`src/bsc_pkg.sv`:
```
// Constants, field positions and carrier types for the upper system control half.
package bsc_pkg;

  // Register placement and reset image.
  localparam logic [7:0]  SYSCTL_OFFSET = 8'h80;
  localparam logic [31:0] SYSCTL_RESET  = 32'h0040_9060;

  // Field positions in the 32-bit word.
  localparam int STEP_LSB  = 30;
  localparam int TIE_BIT   = 29;
  localparam int SRC_BIT   = 27;
  localparam int ROUTE_BIT = 26;
  localparam int FLAG_BIT  = 25;
  localparam int EN_BIT    = 24;
  localparam int SPARE_BIT = 22;
  localparam int GUARD_BIT = 21;
  localparam int FLOAT_BIT = 20;

  // Byte lanes that carry the upper half.
  localparam int LANE_HI  = 3;
  localparam int LANE_MID = 2;

  // Counts and sizes.
  localparam int NUM_SOCKETS = 2;
  localparam int NUM_SLOTS   = 4;
  // Half period of the generated power-switch clock, in cycles of clk_sys.
  localparam logic [3:0] SWCLK_HALF_CYC = 4'h4;

  // One configuration-space access, presented for a single clk_sys cycle.
  typedef struct packed {
    logic        rd;
    logic        wr;
    logic        func;
    logic [7:0]  offset;
    logic [3:0]  be;
    logic [31:0] wdata;
  } bsc_cfg_req_t;

  // Per-socket control bits as stored.
  typedef struct packed {
    logic flag;
    logic spare_drive;
    logic guard_disable;
    logic addr_float;
  } bsc_sock_bits_t;

endpackage : bsc_pkg

```
`src/bsc_socket.sv`:
```
// Per-socket control bits, power-write flag and spare terminal drive.
module bsc_socket (
  input  wire logic                    clk_sys,
  input  wire logic                    srst,
  input  wire logic                    wr_hit,
  input  wire logic [1:0]              wr_lane,
  input  wire logic [15:0]             wdata_hi,
  input  wire logic                    power_write,
  input  wire logic                    irq_enable,
  input  wire logic                    card_present_pin,
  output bsc_pkg::bsc_sock_bits_t      bits,
  output logic                         spare_pin_o,
  output logic                         spare_pin_oe
);

  logic [1:0] present_sync_reg;
  logic       flag_clear;
  logic       flag_reg;
  logic       spare_drive_reg;
  logic       guard_disable_reg;
  logic       addr_float_reg;

  // Card presence comes from a pin; only the second stage is used.
  always_ff @(posedge clk_sys) begin
    if (srst) begin
      present_sync_reg <= 2'h0;
    end else begin
      present_sync_reg <= {present_sync_reg[0], card_present_pin};
    end
  end

  assign flag_clear = wr_hit && wr_lane[1] && wdata_hi[bsc_pkg::FLAG_BIT - 16];

  // The flag is set on a power write while enabled; a set in the clear cycle wins.
  always_ff @(posedge clk_sys) begin
    if (srst) begin
      flag_reg <= bsc_pkg::SYSCTL_RESET[bsc_pkg::FLAG_BIT];
    end else if (power_write && irq_enable) begin
      flag_reg <= 1'b1;
    end else if (flag_clear) begin
      flag_reg <= 1'b0;
    end
  end

  // Plain read/write bits in the second byte lane.
  always_ff @(posedge clk_sys) begin
    if (srst) begin
      spare_drive_reg   <= bsc_pkg::SYSCTL_RESET[bsc_pkg::SPARE_BIT];
      guard_disable_reg <= bsc_pkg::SYSCTL_RESET[bsc_pkg::GUARD_BIT];
      addr_float_reg    <= bsc_pkg::SYSCTL_RESET[bsc_pkg::FLOAT_BIT];
    end else if (wr_hit && wr_lane[0]) begin
      spare_drive_reg   <= wdata_hi[bsc_pkg::SPARE_BIT - 16];
      guard_disable_reg <= wdata_hi[bsc_pkg::GUARD_BIT - 16];
      addr_float_reg    <= wdata_hi[bsc_pkg::FLOAT_BIT - 16];
    end
  end

  // Each bit has its own register so that no two processes share one variable.
  assign bits = '{flag_reg, spare_drive_reg, guard_disable_reg, addr_float_reg};

  // Spare terminals are pulled low only with a card seated; otherwise released.
  assign spare_pin_o  = 1'b0;
  assign spare_pin_oe = spare_drive_reg && present_sync_reg[1];

  property p_flag_set;
    @(posedge clk_sys) disable iff (srst)
    power_write && irq_enable |=> bits.flag;
  endproperty
  a_flag_set: assert property (p_flag_set) else $error("flag not set after enabled power write");

  property p_flag_clear;
    @(posedge clk_sys) disable iff (srst)
    flag_clear && !(power_write && irq_enable) |=> !bits.flag;
  endproperty
  a_flag_clear: assert property (p_flag_clear) else $error("flag not cleared by write of one");

  property p_flag_hold;
    @(posedge clk_sys) disable iff (srst)
    !bits.flag && !(power_write && irq_enable) |=> !bits.flag;
  endproperty
  a_flag_hold: assert property (p_flag_hold) else $error("flag set without cause");

  property p_spare_drive;
    @(posedge clk_sys) disable iff (srst)
    bits.spare_drive && !$past(srst) && !$past(srst, 2)
      && $past(card_present_pin, 2) && $past(card_present_pin, 3)
      |-> spare_pin_oe && !spare_pin_o;
  endproperty
  a_spare_drive: assert property (p_spare_drive) else $error("spare terminals not driven low");

  property p_spare_float;
    @(posedge clk_sys) disable iff (srst)
    !bits.spare_drive |-> !spare_pin_oe;
  endproperty
  a_spare_float: assert property (p_spare_float) else $error("spare terminals driven while off");

  c_flag_cycle: cover property (@(posedge clk_sys) disable iff (srst) bits.flag ##[1:20] !bits.flag);

endmodule : bsc_socket

```
`src/bsc_sysctl.sv`:
```
// Upper half of the bridge system control register and the logic it steers.
module bsc_sysctl (
  input  wire logic                  clk_sys,
  input  wire logic                  srst,
  input  wire bsc_pkg::bsc_cfg_req_t cfg_req,
  input  wire logic [15:0]           lower_rdata,
  output logic [31:0]                cfg_rdata,
  output logic                       cfg_rvalid,
  input  wire logic [1:0]            pci_int_req,
  output logic [3:0]                 serial_irq_stream,
  input  wire logic [1:0]            power_write,
  input  wire logic [1:0]            card_present_pin,
  output logic [1:0]                 cb_spare_pin_o,
  output logic [1:0]                 cb_spare_pin_oe,
  output logic [1:0]                 supply_guard_disable,
  output logic [1:0]                 video_addr_float,
  output logic                       irq2_req,
  output logic [1:0]                 card_status_change_irq,
  output logic                       switch_clock_source,
  output logic                       switch_clk_o,
  output logic                       switch_clk_oe
);

  logic [1:0]                 irq_slot_step_reg;
  logic                       tie_pci_irqs_reg;
  logic                       switch_clock_source_reg;
  logic                       power_write_irq_route_reg;
  logic                       power_write_irq_enable_reg;
  logic                       wr_hit;
  logic [1:0]                 irq_level;
  logic [3:0]                 slots_next;
  logic [3:0]                 swclk_cnt_reg;
  logic                       swclk_reg;
  bsc_pkg::bsc_sock_bits_t    sock_bits [bsc_pkg::NUM_SOCKETS];

  // Builds the read image of the upper half for one function.
  function automatic logic [15:0] upper_image(input logic f);
    logic [31:0] w;
    w = 32'h0000_0000;
    w[bsc_pkg::STEP_LSB +: 2] = irq_slot_step_reg;
    w[bsc_pkg::TIE_BIT]       = tie_pci_irqs_reg;
    w[bsc_pkg::SRC_BIT]       = switch_clock_source_reg;
    w[bsc_pkg::ROUTE_BIT]     = power_write_irq_route_reg;
    w[bsc_pkg::FLAG_BIT]      = sock_bits[f].flag;
    w[bsc_pkg::EN_BIT]        = power_write_irq_enable_reg;
    w[bsc_pkg::SPARE_BIT]     = sock_bits[f].spare_drive;
    w[bsc_pkg::GUARD_BIT]     = sock_bits[f].guard_disable;
    w[bsc_pkg::FLOAT_BIT]     = sock_bits[f].addr_float;
    return w[31:16];
  endfunction

  assign wr_hit = cfg_req.wr && (cfg_req.offset == bsc_pkg::SYSCTL_OFFSET);

  // Global bits keep a single copy; either function reaches it, so the
  // firmware is trusted to use function zero only.
  always_ff @(posedge clk_sys) begin
    if (srst) begin
      irq_slot_step_reg          <= bsc_pkg::SYSCTL_RESET[bsc_pkg::STEP_LSB +: 2];
      tie_pci_irqs_reg           <= bsc_pkg::SYSCTL_RESET[bsc_pkg::TIE_BIT];
      switch_clock_source_reg    <= bsc_pkg::SYSCTL_RESET[bsc_pkg::SRC_BIT];
      power_write_irq_route_reg  <= bsc_pkg::SYSCTL_RESET[bsc_pkg::ROUTE_BIT];
      power_write_irq_enable_reg <= bsc_pkg::SYSCTL_RESET[bsc_pkg::EN_BIT];
    end else if (wr_hit && cfg_req.be[bsc_pkg::LANE_HI]) begin
      irq_slot_step_reg          <= cfg_req.wdata[bsc_pkg::STEP_LSB +: 2];
      tie_pci_irqs_reg           <= cfg_req.wdata[bsc_pkg::TIE_BIT];
      switch_clock_source_reg    <= cfg_req.wdata[bsc_pkg::SRC_BIT];
      power_write_irq_route_reg  <= cfg_req.wdata[bsc_pkg::ROUTE_BIT];
      power_write_irq_enable_reg <= cfg_req.wdata[bsc_pkg::EN_BIT];
    end
  end

  // Per-socket bits live in one instance per function.
  for (genvar s = 0; s < bsc_pkg::NUM_SOCKETS; s++) begin : g_sock
    bsc_socket u_sock (
      .clk_sys          (clk_sys),
      .srst             (srst),
      .wr_hit           (wr_hit && (cfg_req.func == 1'(s))),
      .wr_lane          ({cfg_req.be[bsc_pkg::LANE_HI], cfg_req.be[bsc_pkg::LANE_MID]}),
      .wdata_hi         (cfg_req.wdata[31:16]),
      .power_write      (power_write[s]),
      .irq_enable       (power_write_irq_enable_reg),
      .card_present_pin (card_present_pin[s]),
      .bits             (sock_bits[s]),
      .spare_pin_o      (cb_spare_pin_o[s]),
      .spare_pin_oe     (cb_spare_pin_oe[s])
    );
    assign supply_guard_disable[s] = sock_bits[s].guard_disable;
    assign video_addr_float[s]     = sock_bits[s].addr_float;
    assign irq_level[s]            = sock_bits[s].flag && power_write_irq_enable_reg;
    assign card_status_change_irq[s] = irq_level[s] && power_write_irq_route_reg;
  end

  // The request stays up for as long as flag and enable stay up with the route bit clear.
  assign irq2_req = |irq_level && !power_write_irq_route_reg;

  // Read answer one cycle after the request; unmapped offsets read zero.
  always_ff @(posedge clk_sys) begin
    if (srst) begin
      cfg_rdata  <= 32'h0000_0000;
      cfg_rvalid <= 1'b0;
    end else begin
      cfg_rvalid <= cfg_req.rd;
      if (cfg_req.rd && cfg_req.offset == bsc_pkg::SYSCTL_OFFSET) begin
        cfg_rdata <= {upper_image(cfg_req.func), lower_rdata};
      end else begin
        cfg_rdata <= 32'h0000_0000;
      end
    end
  end

  // Tie folds both requests onto the first; the step then rotates the pair.
  always_comb begin
    logic a;
    logic b;
    a = tie_pci_irqs_reg ? (pci_int_req[0] || pci_int_req[1]) : pci_int_req[0];
    b = tie_pci_irqs_reg ? 1'b0 : pci_int_req[1];
    slots_next = 4'h0;
    slots_next[irq_slot_step_reg] = a;
    slots_next[2'(irq_slot_step_reg + 2'h1)] = b;
  end

  always_ff @(posedge clk_sys) begin
    if (srst) begin
      serial_irq_stream <= 4'h0;
    end else begin
      serial_irq_stream <= slots_next;
    end
  end

  // Generated switch clock: a divider of clk_sys, idle low when the pin is an input.
  // While suspended the system must feed the pin itself, so software leaves bit 27 clear.
  always_ff @(posedge clk_sys) begin
    if (srst || !switch_clock_source_reg) begin
      swclk_cnt_reg <= 4'h0;
      swclk_reg     <= 1'b0;
    end else if (swclk_cnt_reg == bsc_pkg::SWCLK_HALF_CYC - 4'h1) begin
      swclk_cnt_reg <= 4'h0;
      swclk_reg     <= !swclk_reg;
    end else begin
      swclk_cnt_reg <= swclk_cnt_reg + 4'h1;
    end
  end

  assign switch_clock_source = switch_clock_source_reg;
  assign switch_clk_o        = swclk_reg;
  assign switch_clk_oe       = switch_clock_source_reg;

  property p_reset_image;
    @(posedge clk_sys) $past(srst, 2) && !$past(srst) && !srst && !$past(cfg_req.wr)
      && cfg_req.rd && cfg_req.offset == bsc_pkg::SYSCTL_OFFSET
      |=> cfg_rdata[31:16] == bsc_pkg::SYSCTL_RESET[31:16];
  endproperty
  a_reset_image: assert property (p_reset_image) else $error("upper half not at reset image");

  // One shared copy of step and tie follows every upper-lane write.
  property p_global_write;
    @(posedge clk_sys) disable iff (srst)
    wr_hit && cfg_req.be[bsc_pkg::LANE_HI]
      |=> irq_slot_step_reg == $past(cfg_req.wdata[bsc_pkg::STEP_LSB +: 2])
      && tie_pci_irqs_reg == $past(cfg_req.wdata[bsc_pkg::TIE_BIT]);
  endproperty
  a_global_write: assert property (p_global_write) else $error("global bits not written");

  property p_reserved_zero;
    @(posedge clk_sys) disable iff (srst)
    cfg_rvalid |-> cfg_rdata[28] == 1'b0 && cfg_rdata[23] == 1'b0 && cfg_rdata[19:16] == 4'h0;
  endproperty
  a_reserved_zero: assert property (p_reserved_zero) else $error("reserved bit reads one");

  property p_step_native;
    @(posedge clk_sys) disable iff (srst)
    irq_slot_step_reg == 2'h0 && !tie_pci_irqs_reg && $stable(irq_slot_step_reg)
      |=> serial_irq_stream == {2'h0, $past(pci_int_req)};
  endproperty
  a_step_native: assert property (p_step_native) else $error("native slots wrong");

  property p_step_wrap;
    @(posedge clk_sys) disable iff (srst)
    irq_slot_step_reg == 2'h3 && !tie_pci_irqs_reg && $stable(irq_slot_step_reg) && $stable(tie_pci_irqs_reg)
      |=> serial_irq_stream[3] == $past(pci_int_req[0]) && serial_irq_stream[0] == $past(pci_int_req[1]);
  endproperty
  a_step_wrap: assert property (p_step_wrap) else $error("step three does not wrap");

  property p_tie;
    @(posedge clk_sys) disable iff (srst)
    tie_pci_irqs_reg && $stable(tie_pci_irqs_reg) && $stable(irq_slot_step_reg)
      |=> $countones(serial_irq_stream) == ($past(pci_int_req) != 2'h0 ? 1 : 0);
  endproperty
  a_tie: assert property (p_tie) else $error("tied interrupts use two slots");

  property p_irq_route;
    @(posedge clk_sys) disable iff (srst)
    power_write_irq_enable_reg && sock_bits[0].flag
      |-> (power_write_irq_route_reg ? card_status_change_irq[0] && !irq2_req : irq2_req);
  endproperty
  a_irq_route: assert property (p_irq_route) else $error("power write interrupt misrouted");

  property p_irq_held;
    @(posedge clk_sys) disable iff (srst)
    !power_write_irq_enable_reg |-> !irq2_req && card_status_change_irq == 2'h0;
  endproperty
  a_irq_held: assert property (p_irq_held) else $error("interrupt raised while disabled");

  property p_swclk_off;
    @(posedge clk_sys) disable iff (srst)
    !switch_clock_source_reg |-> !switch_clk_oe ##1 (switch_clock_source_reg || !switch_clk_o);
  endproperty
  a_swclk_off: assert property (p_swclk_off) else $error("switch clock driven while external");

  property p_swclk_period;
    @(posedge clk_sys) disable iff (srst)
    switch_clock_source_reg && $rose(swclk_reg) ##1 switch_clock_source_reg[*6]
      |-> ##1 !swclk_reg || !switch_clock_source_reg;
  endproperty
  a_swclk_period: assert property (p_swclk_period) else $error("switch clock half period wrong");

  c_tie_on:    cover property (@(posedge clk_sys) disable iff (srst) tie_pci_irqs_reg && pci_int_req == 2'h3);
  c_step_two:  cover property (@(posedge clk_sys) disable iff (srst) irq_slot_step_reg == 2'h2 && |serial_irq_stream);
  c_csc_route: cover property (@(posedge clk_sys) disable iff (srst) card_status_change_irq[1]);
  c_swclk:     cover property (@(posedge clk_sys) disable iff (srst) $rose(switch_clk_o));

endmodule : bsc_sysctl
```
`config.mk`:
```
export PLATFORM = sky130hd
export DESIGN_NAME = bsc_sysctl
export DESIGN_NICKNAME = d
export VERILOG_FILES = /design/src/bsc_pkg.sv /design/src/bsc_socket.sv /design/src/bsc_sysctl.sv
export SDC_FILE = /design/constraint.sdc
export NUM_CORES = 1
export LEC_CHECK = 0
export BUFFER_PORTS_ARGS = -buffer_cell sky130_fd_sc_hd__buf_2
export CORE_UTILIZATION = 38
export CTS_BUF_LIST = sky130_fd_sc_hd__clkbuf_4 sky130_fd_sc_hd__clkbuf_8
export DETAILED_ROUTE_END_ITERATION = 8
export GPL_TIMING_DRIVEN = 0
export PLACE_DENSITY = 0.77
export SKIP_CTS_REPAIR_TIMING = 1
export SYNTH_ARGS = -nofsm -noshare
export SYNTH_HDL_FRONTEND = slang
export SYNTH_SLANG_ARGS = --single-unit
```
`constraint.sdc`:
```
create_clock -name clk_sys -period 1.4 [get_ports clk_sys]
set_input_delay 0 -clock clk_sys [delete_from_list [all_inputs] [get_ports clk_sys]]
set_output_delay 0 -clock clk_sys [all_outputs]
set_load 0.01 [all_outputs]
```
# Word-level counts from Yosys, hierarchy flattened
# Cells that the tools add are included.
# Widths: inputs -> output; s select.
[totals] regBits=60 latchBits=0 ram_bits=0 rom_bits=0 inputBits=71 memories=0
[op_classes] n_addsub=2 mul=0 div=0 magnitude_cmp=5 n_eq_ne=2 shifts=0 muxes=14 bitwise_logic=4 n_reduce_logical=32
[ops] operator="$logic_and 1x1->1" n=22
[ops] operator="$mux 4" n=3
[ops] operator="$eq 8x8->1 const B" n=1
[ops] operator="$mux 1" n=8
[ops] operator="$lt 2x3->1 const B" n=2
[ops] operator="$reduce_or 2->1" n=3
[ops] operator="$add 4x1->4 const B" n=1
[ops] operator="$and 4x4->4" n=1
[ops] operator="$bwmux 4" n=1
[ops] operator="$demux 1 s2" n=2
[ops] operator="$eq 4x2->1 const B" n=1
[ops] operator="$ge 2x1->1 const B" n=2
[ops] operator="$reduce_bool 2->1" n=2
[ops] operator="$logic_not 1->1" n=3
[ops] operator="$add 2x1->2 const B" n=1
[ops] operator="$ge 2x2->1 const B" n=1
[ops] operator="$logic_or 1x1->1" n=2
[ops] operator="$not 1->1" n=2
[ops] operator="$not 1->2" n=1

# Depth between registers and ports, before layout
[depth] ltp_word=7 ltp_mapped=5 mapped_depth_nobuf=4

# Hierarchy
# Synthesis repeated with hierarchy kept, for this count alone.
[hier_totals] hier_cells=195 hier_area_um2=2043.2
[by_module_without_submodules] module="bsc_sysctl" instances=1 cells_per_inst=141 area_per_inst_um2=1520.2 seq_area_each_um2=840.8
[by_module_without_submodules] module="bsc_socket" instances=2 cells_per_inst=27 area_per_inst_um2=261.5 seq_area_each_um2=120.1

# Worst setup path before layout
# No wires, ideal clock.
[synth_path] kind="in2reg" start="input port cfg_req[37] (netlist name)" end="register g_sock[0].u_sock.spare_drive_reg" setup_ns=0.121 t_arrival_ns=1.389 path_slack_ns=-0.110 stages=5 n_path_buf=2 path_cell_list="or4_1 -> buf_2 -> or4_4 -> buf_6 -> mux2i_1"
[synth_via] elab_chain_cells=4
[synth_lines] element="start: declaration" line="bsc_sysctl.sv:5" source="input wire bsc_pkg::bsc_cfg_req_t cfg_req,"
[synth_lines] element="$eq 8x8->1" line="bsc_sysctl.sv:52" source="assign wr_hit = cfg_req.wr && (cfg_req.offset == bsc_pkg::SYSCTL_OFFSET);"
[synth_lines] element="$logic_and 1x1->1" line="bsc_sysctl.sv:52"
[synth_lines] element="$logic_and 1x1->1" line="bsc_sysctl.sv:77" source=".wr_hit (wr_hit && (cfg_req.func == 1'(s))),"
[synth_lines] element="$logic_and 1x1->1" line="bsc_socket.sv:51" source="end else if (wr_hit && wr_lane[0]) begin"
[synth_lines] element="end signal: assignment" line="bsc_socket.sv:48" source="spare_drive_reg <= bsc_pkg::SYSCTL_RESET[bsc_pkg::SPARE_BIT];"
[synth_lines] element="end signal: assignment" line="bsc_socket.sv:52" source="spare_drive_reg <= wdata_hi[bsc_pkg::SPARE_BIT - 16];"
[synth_lines] element="end: declaration" line="bsc_socket.sv:19" source="logic spare_drive_reg;"
# Every way passes these cells.
# A chain may end at the register's enable or synchronous reset.

# Worst setup path after layout
[layout_path] start="input port cfg_req[41] (netlist name)" end="register g_sock[0].u_sock.spare_drive_reg"
# The elaborated chain is that of the path after synthesis.

==> impl_metrics.yaml <==
outcome:
  status: "finished, violations left"
  violations: "negative hold slack"
cells_and_area:
  largest_reg_flops: 26
  nets: 395
  layout_commonest_cell: "buf_2"
  antennaDiodeCount: 0
  area_growth_pct: 47.0
  top_register: "cfg_rdata"
  fin_cells: 394
  layout_common_cells: "buf_2, dfxtp_1, dlygate4sd3_1, and2_1, nand2b_1"
  drive_gt1_frac: 0.373
sta:
  max_slew_margin: 0.629
  worst_slack_ns: 0.0615
  finalHoldViolations: 1
  final.min_clock_period_ns: 1.34
  clock_skew_ns: 0.00603
  fin_crit_sh: 0.956
  tns_ns: 0
  max_freq_mhz: 747
  rsz0062_at_grt: "true"
  drv_slew: 0
  setup_viol: 0
  tightest_slew_ns: 0.552
  whs_ns: -0.0527
placed_design:
  globalplace.congestion: 0.795
  dp.cells: 360
  dp_hpwl_mm: 3.03
  io_buffers: 88
  dp_slack_ns: -0.503
logic_synthesis:
  ys_ff_latch: 54
  syn-cell-area_um2: 2030
  synth_warnings: 0
  syn_inst: 195
  avgSynthCellArea_um2: 10.4
  ys_seq_area_frac: 0.531
  synth_cell_type_count: 34
setup_path:
  ff2ff_setup_slack_ns: 0.16
  start_kind: "input pin"
  reg2reg_depth: 4
  path_cells: "buf_2 > or4b_1 > clkbuf_2 > or4_4 > buf_6 > mux2i_1"
  crit_cells: 6
  worstPathArrival_ns: 1.53
  crit_slowest_cell: "or4b_1"
  critPathCaptureType: "register"
  reg2reg_from: "swclk_cnt_reg[0]$_SDFF_PP0_"
  worstPathBufferInverterCount: 3
  critical_path_required_ns: 1.59
  cp_max_fo: 5
  worstSetupPathType: "input pin to register"
  r2r_end: "switch_clk_o$_SDFFE_PP0P_"
  max_stage_delay_ns: 0.50
  path_delay_family: "simple AND/OR/NAND/NOR gates"
drt:
  drcViolationCount: 0
  avgViaCountPerCell: 4.29
  first_pass_iters: 4
  top_layer: "met4"
  ant_nets: 0
  avgRoutedWirePerCell_um: 11.3
  dr_wl_met2_mm: 2.12
  via_count: 1690
  wl_met1_mm: 1.96
  wl_met3_um: 308
  first_iter_violations: 46
  wirelength_mm: 4.44
pwr:
  power.switching_uw: 572
  vdd_drop_max_v: 0.000433
  power_frac_clock: 0.367
  power.total_mw: 2.81
  leakage_nw: 1.46
  p_int_mw: 2.24
  pwr-share-seq: 0.550
  power.density_nw_per_um2: 941
  pwr-share-comb: 0.083
  switching_share: 0.203
floorplan:
  core-area_um2: 5140
  ios: 122
  die_h_um: 75.2
  die_w_um: 75.2
  die_area_um2: 5650
  rows: 26
  initial_core_util: 0.396
clocking:
  h-tree-depth: 2
  cts_num_sinks: 54
  clk_latency_ns: 0.30
  tritoncts: "built"
  cts_buffer_depth: 2
  cts_made_buffers: 5
  path_clk_slew_ns: 0.09
  cts_root_buf: "clkbuf_8"
global_route:
  grt_first_pass_wirelength_mm: 5.95
  globalRouteTotalUtil: 0.143
  antenna_found_initial: 0
  grt_max_degree: 17
  grt_pass1_vias: 1312
  grt-ovfl-total: 0
run:
  cap_violations: 0
min_path:
  min_path_cells: 2
  hold_path.startpoint: "srst"
  hp-class: "input pin to register"
  whs_endpoint: "cfg_rvalid$_SDFF_PP0_"
==> cell families after synthesis <==
| group | after synthesis | synth area share |
|---|---|---|
| buffers and inverters | 26 | 0.0800 |
| multiplexers | 16 | 0.0787 |
| XOR/XNOR | 2 | 0.00861 |
| AO/OA/AOI/OAI | 11 | 0.0326 |
| flip-flops | 54 | 0.531 |
| AND/OR/NAND/NOR | 84 | 0.261 |
| other | 1 | 0.00184 |
| adder cells (fa/ha/maj) | 1 | 0.00615 |
==> worst reg2reg max path, stage by stage, from the launching register on <==
cell and delay [ns]:
dfxtp_1 0.36, ha_1 0.19, or3b_4 0.40, xor2_1 0.14, nor2_1 0.05
==> Yosys cell counts, drive strengths merged <==
| master | count | area share |
|---|---|---|
| conb | 1 | 0.0018 |
| nor4bb | 1 | 0.0049 |
| a211oi | 2 | 0.0074 |
| nand4b | 1 | 0.0043 |
| xor2 | 2 | 0.0086 |
| and3 | 2 | 0.0061 |
| a21o | 1 | 0.0037 |
| and4b | 1 | 0.0049 |
| a21oi | 6 | 0.015 |
| nor2b | 9 | 0.028 |
| buf | 17 | 0.063 |
| and2 | 24 | 0.074 |
| or4 | 2 | 0.0092 |
| nand2 | 2 | 0.0037 |
| ha | 1 | 0.0061 |
| nand3b | 1 | 0.0037 |
| nand2b | 19 | 0.058 |
| a21boi | 1 | 0.0037 |
| nand3 | 4 | 0.0098 |
| nor3 | 5 | 0.015 |
| nor2 | 7 | 0.013 |
| nor3b | 4 | 0.017 |
| clkbuf | 7 | 0.013 |
| a31oi | 1 | 0.0031 |
| dfxtp | 54 | 0.53 |
| or3b | 1 | 0.0043 |
| inv | 2 | 0.0037 |
| or4b | 1 | 0.0049 |
| mux2i | 16 | 0.079 |
==> layout make-up <==
| class | count | area, µm² |
|---|---|---|
| fillers | 480 | 2150 |
| flip-flops and latches | 54 | 1080 |
| multi-input cells | 122 | 836 |
| repair buffers | 114 | 701 |
| plain buffers | 24 | 165 |
| well taps | 70 | 87.6 |
| clock buffers | 6 | 76.3 |
| clock inverters | 2 | 37.5 |
| inverters | 2 | 7.51 |
==> how the worst max path moves through the flow <==
| stage | start | endpoint |
|---|---|---|
| floorplan | cfg_req[41] | g_sock[0].u_sock.spare_drive_reg$_SDFFE_PP1P_ |
| global route | cfg_req[41] | cfg_rdata[15]$_SDFF_PP0_ |
| global placement | cfg_req[41] | cfg_rdata[29]$_SDFF_PP0_ |
| CTS | cfg_req[37] | cfg_rdata[13]$_SDFF_PP0_ |
| finish | cfg_req[41] | g_sock[0].u_sock.spare_drive_reg$_SDFFE_PP1P_ |
| detailed placement | cfg_req[37] | cfg_rdata[15]$_SDFF_PP0_ |
==> per-stage QoR <==
step                area (µm²)  utilization  hold slack (ns)
floorplan                 2070            -           0.0781
global placement          2600        0.506            0.199
detailed placement        2600        0.506            0.202
CTS                       2710        0.528           -0.118
global route              2990        0.582          -0.0449
finish                    2990        0.582          -0.0527
==> power groups by stage <==
| stage | combinational [mW] | sequential, mW | clock [mW] |
|---|---|---|---|
| after floorplan | 0.0837 | 1.59 | 0 |
| after global placement | 0.171 | 1.58 | 0 |
| after detailed placement | 0.173 | 1.58 | 0 |
| after CTS | 0.174 | 1.55 | 1.07 |
| after global routing | 0.257 | 1.55 | 1.14 |
| final | 0.233 | 1.55 | 1.03 |
==> layer usage <==
layer,global-route usage,vias up
met3,0.0509,6
li1,-,873
met2,0.245,67
met4,0.0432,0
met5,0,-
met1,0.169,744
No activity file was read; power rests on OpenSTA's default activity.
